**src/rtl/flow_cfg.svh**
```systemverilog
`ifndef FLOW_CFG_SVH
`define FLOW_CFG_SVH
// Opcode fields of the 12-bit instruction word.
`define OPC_COMPLEMENT 6'h09
`define OPC_DEC_SKIP 6'h0b
`define OPC_SUBTRACT 6'h02
`define OPC_GOTO_HI 3'h5
`define OPC_CALL_HI 4'h9
`define OPC_RETURN_WITH_LITERAL_HI 4'h8
// Address of the counter low byte in the register file.
`define ADDR_COUNTER_LOW 5'h02
// Reset value of the page preselect bits.
`define PAGE_SEL_RESET 2'h0
`endif

```
**src/rtl/flow_pkg.sv**
```systemverilog
package flow_pkg;
	// Decoded operation classes.
	typedef enum logic [2:0] {
		OP_NONE,
		OP_GOTO,
		OP_CALL,
		OP_RETURN_WITH_LITERAL,
		OP_COMPLEMENT_REGISTER,
		OP_DECREMENT_SKIP_ZERO,
		OP_SUBTRACT_ACCUM_FROM_REG
	} op_t;
	// Execution state: normal or flushing a discarded prefetch.
	typedef enum logic {
		ST_RUN,
		ST_FLUSH
	} exec_state_t;
endpackage

```
**src/rtl/stack_if.sv**
```systemverilog
interface stack_if #(
	parameter int AW = 11
);
	logic push;
	logic pop;
	logic [AW-1:0] push_addr;
	logic [AW-1:0] top_of_stack;
	modport core (output push, output pop, output push_addr, input top_of_stack);
	modport stack (input push, input pop, input push_addr, output top_of_stack);
endinterface
```
**src/rtl/program_flow.sv**
```systemverilog
// Behaviour
// - Sequential increment crosses pages, page bits kept.
// - Jumps and counter writes use page bits.
// - Reset loads counter with last address.
// - Reset clears the page preselect bits.
// - Two-level stack, counter-wide levels.
// - Call shifts level one down, pushes counter+1.
// - Return loads counter, pops, loads literal.
// - Level two persists after being popped.
// - Destination bit picks accumulator or register.
// - Complement writes inverse, updates zero only.
// - Decrement-skip writes f-1, skips on zero.
// - Subtract writes f-W, updates C, DC, Z.
`include "flow_cfg.svh"
module program_flow #(
	parameter int AW = 11
) (
	input wire logic clk_sys,
	input wire logic rst,
	input wire logic [11:0] instr,
	input wire logic instr_valid,
	input wire logic [7:0] reg_rdata,
	input wire logic [1:0] page_select_bits,
	input wire logic page_sel_we,
	input wire logic [1:0] page_sel_wdata,
	input wire logic counter_low_byte_we,
	input wire logic [7:0] counter_low_byte_wdata,
	output logic [AW-1:0] pc,
	output logic [1:0] page_sel,
	output logic [4:0] reg_addr,
	output logic reg_we,
	output logic [7:0] reg_wdata,
	output logic [7:0] accum,
	output logic flag_c,
	output logic flag_dc,
	output logic flag_z,
	output logic discard,
	output flow_pkg::exec_state_t exec_state
);
	import flow_pkg::*;

	localparam logic [AW-1:0] RESET_VEC = {AW{1'b1}};

	stack_if #(.AW(AW)) sif ();
	return_stack #(.AW(AW)) u_stack (.clk_sys(clk_sys), .rst(rst), .sif(sif));

	op_t op;
	logic [7:0] result;
	logic [8:0] diff;
	logic [4:0] ndiff;
	logic [1:0] page_sel_q;
	logic [AW-1:0] pc_q;
	exec_state_t state_q;
	logic go;

	// Places the page bits above an in-page address, so each page holds 2**(AW-2) words.
	function automatic logic [AW-1:0] paged(input logic [1:0] ps, input logic [AW-3:0] low);
		return {ps, low};
	endfunction

	// True for the register-oriented operations that write a destination.
	function automatic logic is_reg_op(input op_t code);
		return code == OP_COMPLEMENT_REGISTER || code == OP_DECREMENT_SKIP_ZERO || code == OP_SUBTRACT_ACCUM_FROM_REG;
	endfunction

	// Decode one instruction word.
	always_comb begin
		op = OP_NONE;
		if (instr[11:9] == `OPC_GOTO_HI) op = OP_GOTO;
		else if (instr[11:8] == `OPC_CALL_HI) op = OP_CALL;
		else if (instr[11:8] == `OPC_RETURN_WITH_LITERAL_HI) op = OP_RETURN_WITH_LITERAL;
		else if (instr[11:6] == `OPC_COMPLEMENT) op = OP_COMPLEMENT_REGISTER;
		else if (instr[11:6] == `OPC_DEC_SKIP) op = OP_DECREMENT_SKIP_ZERO;
		else if (instr[11:6] == `OPC_SUBTRACT) op = OP_SUBTRACT_ACCUM_FROM_REG;
	end

	assign go = instr_valid && state_q == ST_RUN;
	assign diff = {1'b0, reg_rdata} + {1'b0, ~accum} + 9'h001;
	assign ndiff = {1'b0, reg_rdata[3:0]} + {1'b0, ~accum[3:0]} + 5'h01;

	// Datapath result per operation.
	always_comb begin
		case (op)
			OP_COMPLEMENT_REGISTER: result = ~reg_rdata;
			OP_DECREMENT_SKIP_ZERO: result = reg_rdata - 8'h01;
			OP_SUBTRACT_ACCUM_FROM_REG: result = diff[7:0];
			default: result = 8'h00;
		endcase
	end

	assign reg_addr = instr[4:0];

	// Register write-back when the destination bit is set.
	always_ff @(posedge clk_sys or posedge rst) begin
		if (rst) begin
			reg_we <= 1'b0;
			reg_wdata <= 8'h00;
		end else begin
			reg_we <= go && instr[5] && is_reg_op(op);
			reg_wdata <= result;
		end
	end

	// Accumulator update.
	always_ff @(posedge clk_sys or posedge rst) begin
		if (rst) begin
			accum <= 8'h00;
		end else if (go) begin
			if (op == OP_RETURN_WITH_LITERAL) accum <= instr[7:0];
			else if (!instr[5] && is_reg_op(op)) accum <= result;
		end
	end

	// Status flags; decrement-skip leaves all of them alone.
	always_ff @(posedge clk_sys or posedge rst) begin
		if (rst) begin
			flag_c <= 1'b0;
			flag_dc <= 1'b0;
			flag_z <= 1'b0;
		end else if (go) begin
			if (op == OP_COMPLEMENT_REGISTER) flag_z <= (result == 8'h00);
			if (op == OP_SUBTRACT_ACCUM_FROM_REG) begin
				flag_c <= diff[8];
				flag_dc <= ndiff[4];
				flag_z <= (result == 8'h00);
			end
		end
	end

	// Page preselect bits.
	always_ff @(posedge clk_sys or posedge rst) begin
		if (rst) page_sel_q <= `PAGE_SEL_RESET;
		else if (page_sel_we) page_sel_q <= page_sel_wdata;
	end

	// Stack controls.
	assign sif.push = go && op == OP_CALL;
	assign sif.pop = go && op == OP_RETURN_WITH_LITERAL;
	assign sif.push_addr = pc_q + AW'(1);

	// Program counter.
	always_ff @(posedge clk_sys or posedge rst) begin
		if (rst) begin
			pc_q <= RESET_VEC;
		end else if (counter_low_byte_we) begin
			pc_q <= paged(page_sel_q, {1'b0, counter_low_byte_wdata});
		end else if (go) begin
			case (op)
				OP_GOTO: pc_q <= paged(page_sel_q, instr[8:0]);
				OP_CALL: pc_q <= paged(page_sel_q, {1'b0, instr[7:0]});
				OP_RETURN_WITH_LITERAL: pc_q <= sif.top_of_stack;
				default: pc_q <= pc_q + AW'(1);
			endcase
		end else if (instr_valid) begin
			pc_q <= pc_q + AW'(1);
		end
	end

	// Flush state for the skipped prefetch.
	always_ff @(posedge clk_sys or posedge rst) begin
		if (rst) state_q <= ST_RUN;
		else begin
			case (state_q)
				ST_RUN: if (go && op == OP_DECREMENT_SKIP_ZERO && result == 8'h00) state_q <= ST_FLUSH;
				ST_FLUSH: if (instr_valid) state_q <= ST_RUN;
				default: state_q <= ST_RUN;
			endcase
		end
	end

	assign pc = pc_q;
	assign page_sel = page_sel_q;
	assign discard = state_q == ST_FLUSH;
	assign exec_state = state_q;

	a_reset_vec: assert property (@(posedge clk_sys) $fell(rst) |-> pc_q == RESET_VEC)
		else $error("Counter not at reset vector.");
	a_page_clear: assert property (@(posedge clk_sys) $fell(rst) |-> page_sel_q == 2'h0)
		else $error("Page bits not cleared.");
	a_goto_page: assert property (@(posedge clk_sys) disable iff (rst)
		go && op == OP_GOTO && !counter_low_byte_we |=> pc_q[AW-1:AW-2] == $past(page_sel_q))
		else $error("Goto ignored page bits.");
	a_seq_incr: assert property (@(posedge clk_sys) disable iff (rst)
		go && op == OP_COMPLEMENT_REGISTER && !counter_low_byte_we |=> pc_q == $past(pc_q) + AW'(1))
		else $error("Counter did not increment.");
	a_return_with_literal_lit: assert property (@(posedge clk_sys) disable iff (rst)
		go && op == OP_RETURN_WITH_LITERAL |=> accum == $past(instr[7:0]))
		else $error("Literal not loaded.");
	a_complement_register_dest: assert property (@(posedge clk_sys) disable iff (rst)
		go && op == OP_COMPLEMENT_REGISTER && instr[5] |=> reg_we && reg_wdata == ~$past(reg_rdata))
		else $error("Complement not written back.");
	a_skip_two: assert property (@(posedge clk_sys) disable iff (rst)
		go && op == OP_DECREMENT_SKIP_ZERO && reg_rdata == 8'h01 |=> discard)
		else $error("Zero result did not skip.");
	a_skip_flags: assert property (@(posedge clk_sys) disable iff (rst)
		go && op == OP_DECREMENT_SKIP_ZERO |=> $stable(flag_z) && $stable(flag_c))
		else $error("Decrement-skip changed a flag.");
	a_sub_carry: assert property (@(posedge clk_sys) disable iff (rst)
		go && op == OP_SUBTRACT_ACCUM_FROM_REG |=> flag_c == ($past(reg_rdata) >= $past(accum)))
		else $error("Subtract carry wrong.");
	a_sub_dest: assert property (@(posedge clk_sys) disable iff (rst)
		go && op == OP_SUBTRACT_ACCUM_FROM_REG && !instr[5] |=> accum == $past(reg_rdata) - $past(accum))
		else $error("Subtract result wrong.");
	a_sub_zero: assert property (@(posedge clk_sys) disable iff (rst)
		go && op == OP_SUBTRACT_ACCUM_FROM_REG |=> flag_z == ($past(reg_rdata) == $past(accum)))
		else $error("Subtract zero flag wrong.");
	a_complement_register_flags: assert property (@(posedge clk_sys) disable iff (rst)
		go && op == OP_COMPLEMENT_REGISTER |=> $stable(flag_c) && $stable(flag_dc))
		else $error("Complement changed carry flags.");
	a_dec_write: assert property (@(posedge clk_sys) disable iff (rst)
		go && op == OP_DECREMENT_SKIP_ZERO && instr[5] |=> reg_we && reg_wdata == $past(reg_rdata) - 8'h01)
		else $error("Decrement not written back.");
	a_flush_ignore: assert property (@(posedge clk_sys) disable iff (rst)
		discard |=> $stable(accum) && !reg_we)
		else $error("Discarded word was executed.");
	a_call_page: assert property (@(posedge clk_sys) disable iff (rst)
		go && op == OP_CALL && !counter_low_byte_we |=> pc_q[7:0] == $past(instr[7:0]) && !pc_q[8]
			&& pc_q[AW-1:AW-2] == $past(page_sel_q))
		else $error("Call ignored page bits.");
	a_low_write: assert property (@(posedge clk_sys) disable iff (rst)
		counter_low_byte_we |=> pc_q[7:0] == $past(counter_low_byte_wdata) && !pc_q[8]
			&& pc_q[AW-1:AW-2] == $past(page_sel_q))
		else $error("Low byte write ignored page bits.");
endmodule // program_flow

```
**src/rtl/return_stack.sv**
```systemverilog
module return_stack #(
	parameter int AW = 11
) (
	input wire logic clk_sys,
	input wire logic rst,
	stack_if.stack sif
);
	logic [AW-1:0] level1_q;
	logic [AW-1:0] level2_q;

	// Two levels only; level two keeps its value when popped.
	always_ff @(posedge clk_sys or posedge rst) begin
		if (rst) begin
			level1_q <= '0;
			level2_q <= '0;
		end else if (sif.push) begin
			level2_q <= level1_q;
			level1_q <= sif.push_addr;
		end else if (sif.pop) begin
			level1_q <= level2_q;
		end
	end

	assign sif.top_of_stack = level1_q;

	a_push_shift: assert property (@(posedge clk_sys) disable iff (rst)
		sif.push |=> level2_q == $past(level1_q) && level1_q == $past(sif.push_addr))
		else $error("Push did not shift the stack.");
	a_pop_keep: assert property (@(posedge clk_sys) disable iff (rst)
		sif.pop && !sif.push |=> level2_q == $past(level2_q) && level1_q == $past(level2_q))
		else $error("Pop did not keep level two.");
endmodule // return_stack

```
**config.mk**
```make
export PLATFORM = sky130hd
export DESIGN_NAME = program_flow
export DESIGN_NICKNAME = d
export VERILOG_FILES = /design/src/rtl/flow_pkg.sv /design/src/rtl/stack_if.sv /design/src/rtl/program_flow.sv /design/src/rtl/return_stack.sv
export VERILOG_INCLUDE_DIRS = /design/src /design/src/rtl
export SDC_FILE = /design/constraint.sdc
export NUM_CORES = 1
export LEC_CHECK = 0
export ABC_AREA = 1
export BUFFER_PORTS_ARGS = -buffer_cell sky130_fd_sc_hd__buf_4
export CORE_ASPECT_RATIO = 0.8
export CORE_MARGIN = 3
export CORE_UTILIZATION = 50
export CTS_CLUSTER_SIZE = 8
export DETAILED_ROUTE_END_ITERATION = 7
export GPL_ROUTABILITY_DRIVEN = 0
export HOLD_SLACK_MARGIN = 0.1
export PLACE_DENSITY = 0.77
export SYNTH_ARGS = -nofsm -noshare
export SYNTH_HDL_FRONTEND = slang
export SYNTH_SLANG_ARGS = --single-unit
export TNS_END_PERCENT = 1
```
**constraint.sdc**
```tcl
create_clock -name clk_sys -period 1.7 [get_ports clk_sys]
set_input_delay 0.425 -clock clk_sys [delete_from_list [all_inputs] [get_ports clk_sys]]
set_output_delay 0.425 -clock clk_sys [all_outputs]
set_load 0.05 [all_outputs]
```
==> metrics.csv <==
metric;value;unit
CTS tree;built;
crit path max-delay cell type;fa_2;
syn nets;539;
IO Pins;77;
Finished Cell Area;5160;um2
CTS Buf Count;5;
fmax;494;MHz
most common cell after layout, fill and taps aside;buf_4;
crit path cell chain;ha_4, fa_2, inv_2, nand4_1, o21ai_1, nor2_1, nand2_1, nor2_4, nand4_1, nand2_1;
worst reg-to-reg path cell count;10;
layout cells sized above 1;38.5;%
CTS max path bufs;2;
H-tree Lvls;2;
Max-slew headroom;72.4;%
mapped cell area;3560;um2
1st-iter DRT viols;384;
Cell Pwr Density;902;nW/um2
Max Transition Viols Final;0;
Ys Warns;0;
status;finished with violations;
min Tclk post-route;2.03;ns
Synth Instances;491;
post-DP HPWL;8.53;mm
worst min-delay path category;input port to flop;
prevailing post-synth register cell;dfrtp_1;
area grow syn2layout;44.9;%
CP max FO;2;
routed wire length per instance;15.7;um
Worst VDD drop;0.000495;V
endpoints failing setup;13;
Final WS setup;-0.326;ns
NumNets Final;691;
largest net degree at the start of global routing;42;
worst path arrival time;2.28;ns
Die W;100;um
failing checks;negative setup slack;
DR pass1 iterations;6;
Setup Crit Path Kind;flop to flop;
port bufs;74;
Worst Path Required;1.95;ns
EDFF count, synth;0;
synthesized area per cell;7.26;um2
Max stage delay on crit path;0.53;ns
Fill cells;463;
Yosys reg bits;56;
total global-route track usage;27.9;%
Fin Clk Skew;0.00913;ns
CTS root buffer;clkbuf_8;
Via Count;4006;
Clock Sinks;56;
ANT nets after route;0;
diodes inserted;0;
worst slew pin tran;0.412;ns
global-route wire length before repair;17.7;mm
most frequent cells in the layout;buf_4 (155), nand2_1 (119), inv_1 (64);
Synth cell types;35;
Worst-Skew Late Latency;0.31;ns
Via density;5.50;
Area after DPL;4810;um2
startpoint types;flop;
Fin Setup TNS;-1.43;ns
RSZ-0062 raised after global routing;true;
Min-Delay Path Depth;3;
initial antenna violation count;0;
core area;6640;um2
FFs w/ async S/R, synth;100;%
Starting Density;53.7;%
Die Area;8180;um2
num rows;26;
Worst-path clk slew;0.10;ns
Hold Slack;0.324;ns
final hold vios;0;
static leakage;0.00271;uW
Post-route DRC;0;
Max-Cap Viols;0;
die height;81.5;um
Remaining Overflow, GRT;0;
Tcrit/Tclk final;119;%
Seq/Total Area, Yosys;39.7;%
element type at the critical path end;flop;
WL final;11.4;mm
vias in the first global route;3640;
cells by family after synthesis:
family | after synthesis | synth area share (%)
and+or+nand+nor | 252 | 31.1
xor gates and xnor gates | 8 | 1.97
buffers and inverters | 90 | 10.7
adders and majority gates | 11 | 4.07
AOI/OAI and AO/OA | 72 | 11.8
muxes | 2 | 0.632
DFF | 56 | 39.7
cells in the mapped netlist, types with 2 or more instances:
master	n	share of area, %
nand2_2	5	0.88
nor2_1	53	5.6
buf_4	6	1.3
nor2_4	3	0.95
xnor2_1	3	0.74
o21ai_0	28	3.9
buf_2	2	0.28
or2_2	2	0.35
mux2_2	2	0.63
dfstp_2	11	8.1
inv_1	71	7.5
inv_2	4	0.42
nand4_1	9	1.6
buf_6	2	0.63
ha_1	10	3.5
nand2_1	130	14
a22oi_1	9	1.9
clkbuf_1	4	0.42
nor3_4	2	0.91
nor2_2	2	0.35
a31oi_1	8	1.4
dfrtp_1	45	32
o211ai_1	5	1.1
o21ai_1	9	1.3
nand3_1	42	5.9
xor2_1	5	1.2
a21oi_1	11	1.5
registers in the layout (all words and copies together) (netlist names):
| register | cells |
|---|---|
| flag_c | 1 |
| u_stack.sif.top_of_stack | 11 |
| accum | 8 |
| discard | 1 |
| reg_we | 1 |
| page_sel | 2 |
| u_stack.level2_q | 11 |
| pc | 11 |
| flag_dc | 1 |
| reg_wdata | 8 |
| flag_z | 1 |
cell type report:
cell class / count / area (um2) / share of cell area [%]
timing repair buffer: 160 / 1240 / 24.1
sequential: 56 / 1420 / 27.5
multi-input combinational: 345 / 1980 / 38.3
clock buffer: 6 / 72.6 / 1.41
clock inverter: 2 / 60.1 / 1.16
inverter: 75 / 285 / 5.52
tap: 84 / 105 / 2.03
path summary, 6_finish.rpt:
kind                                                 from                  end  slack [ns]
worst max register to register                   accum[0]              discard       -0.33
worst max-delay path                             accum[0]              discard       -0.33
worst min-delay path            counter_low_byte_wdata[2]                pc[2]        0.32
max in group asynchronous                             rst                pc[1]        0.48
worst min register to register        u_stack.level2_q[9]  u_stack.level2_q[9]        0.49
min in group asynchronous                             rst               reg_we        0.64
metal layers:
layer,GRT usage (%),routed length (um),vias to the layer above
li1,-,-,1880
met1,41.4,5100,1852
met2,42.6,4840,243
met3,4.75,1190,31
met4,6.33,262,0
met5,0,0,-
through the flow:
step                power [uW]  util (%)  setup WS, ns  std cells
global placement          3410      72.5        -0.313        718
finish                    4660      77.8        -0.326        728
floorplan                 2780         -        -0.194        491
detailed placement        3470      72.5        -0.400        718
global route              4880      77.8        -0.426        728
CTS                       4550      75.8        -0.210        728
critical path: cells and delay by family (launching register included):
kind | cells | cell delay (ns)
AND/OR/NAND/NOR | 6 | 0.71
AO/OA/AOI/OAI | 1 | 0.08
buffers and inverters | 1 | 0.04
adder cells (fa/ha/maj) | 2 | 0.70
flip-flops | 1 | 0.44
report_power, final:
part / switching, uW / total, uW / internal (uW)
Clock: 430 / 1020 / 589
Sequential: 157 / 1750 / 1590
Combinational: 1150 / 1890 / 742
Total: 1730 / 4660 / 2920
repair_timing:
item / CTS / global route
setup endpoints to repair: 19 / 24
setup buffers: 1 / 0
resized for setup: 19 / 35
cloned: 0 / 0
hold buffers: 1 / 0
pin swaps: 5 / 11
endpoints found under the hold margin: 15 / 0
Power figures use the tool's default switching activity.
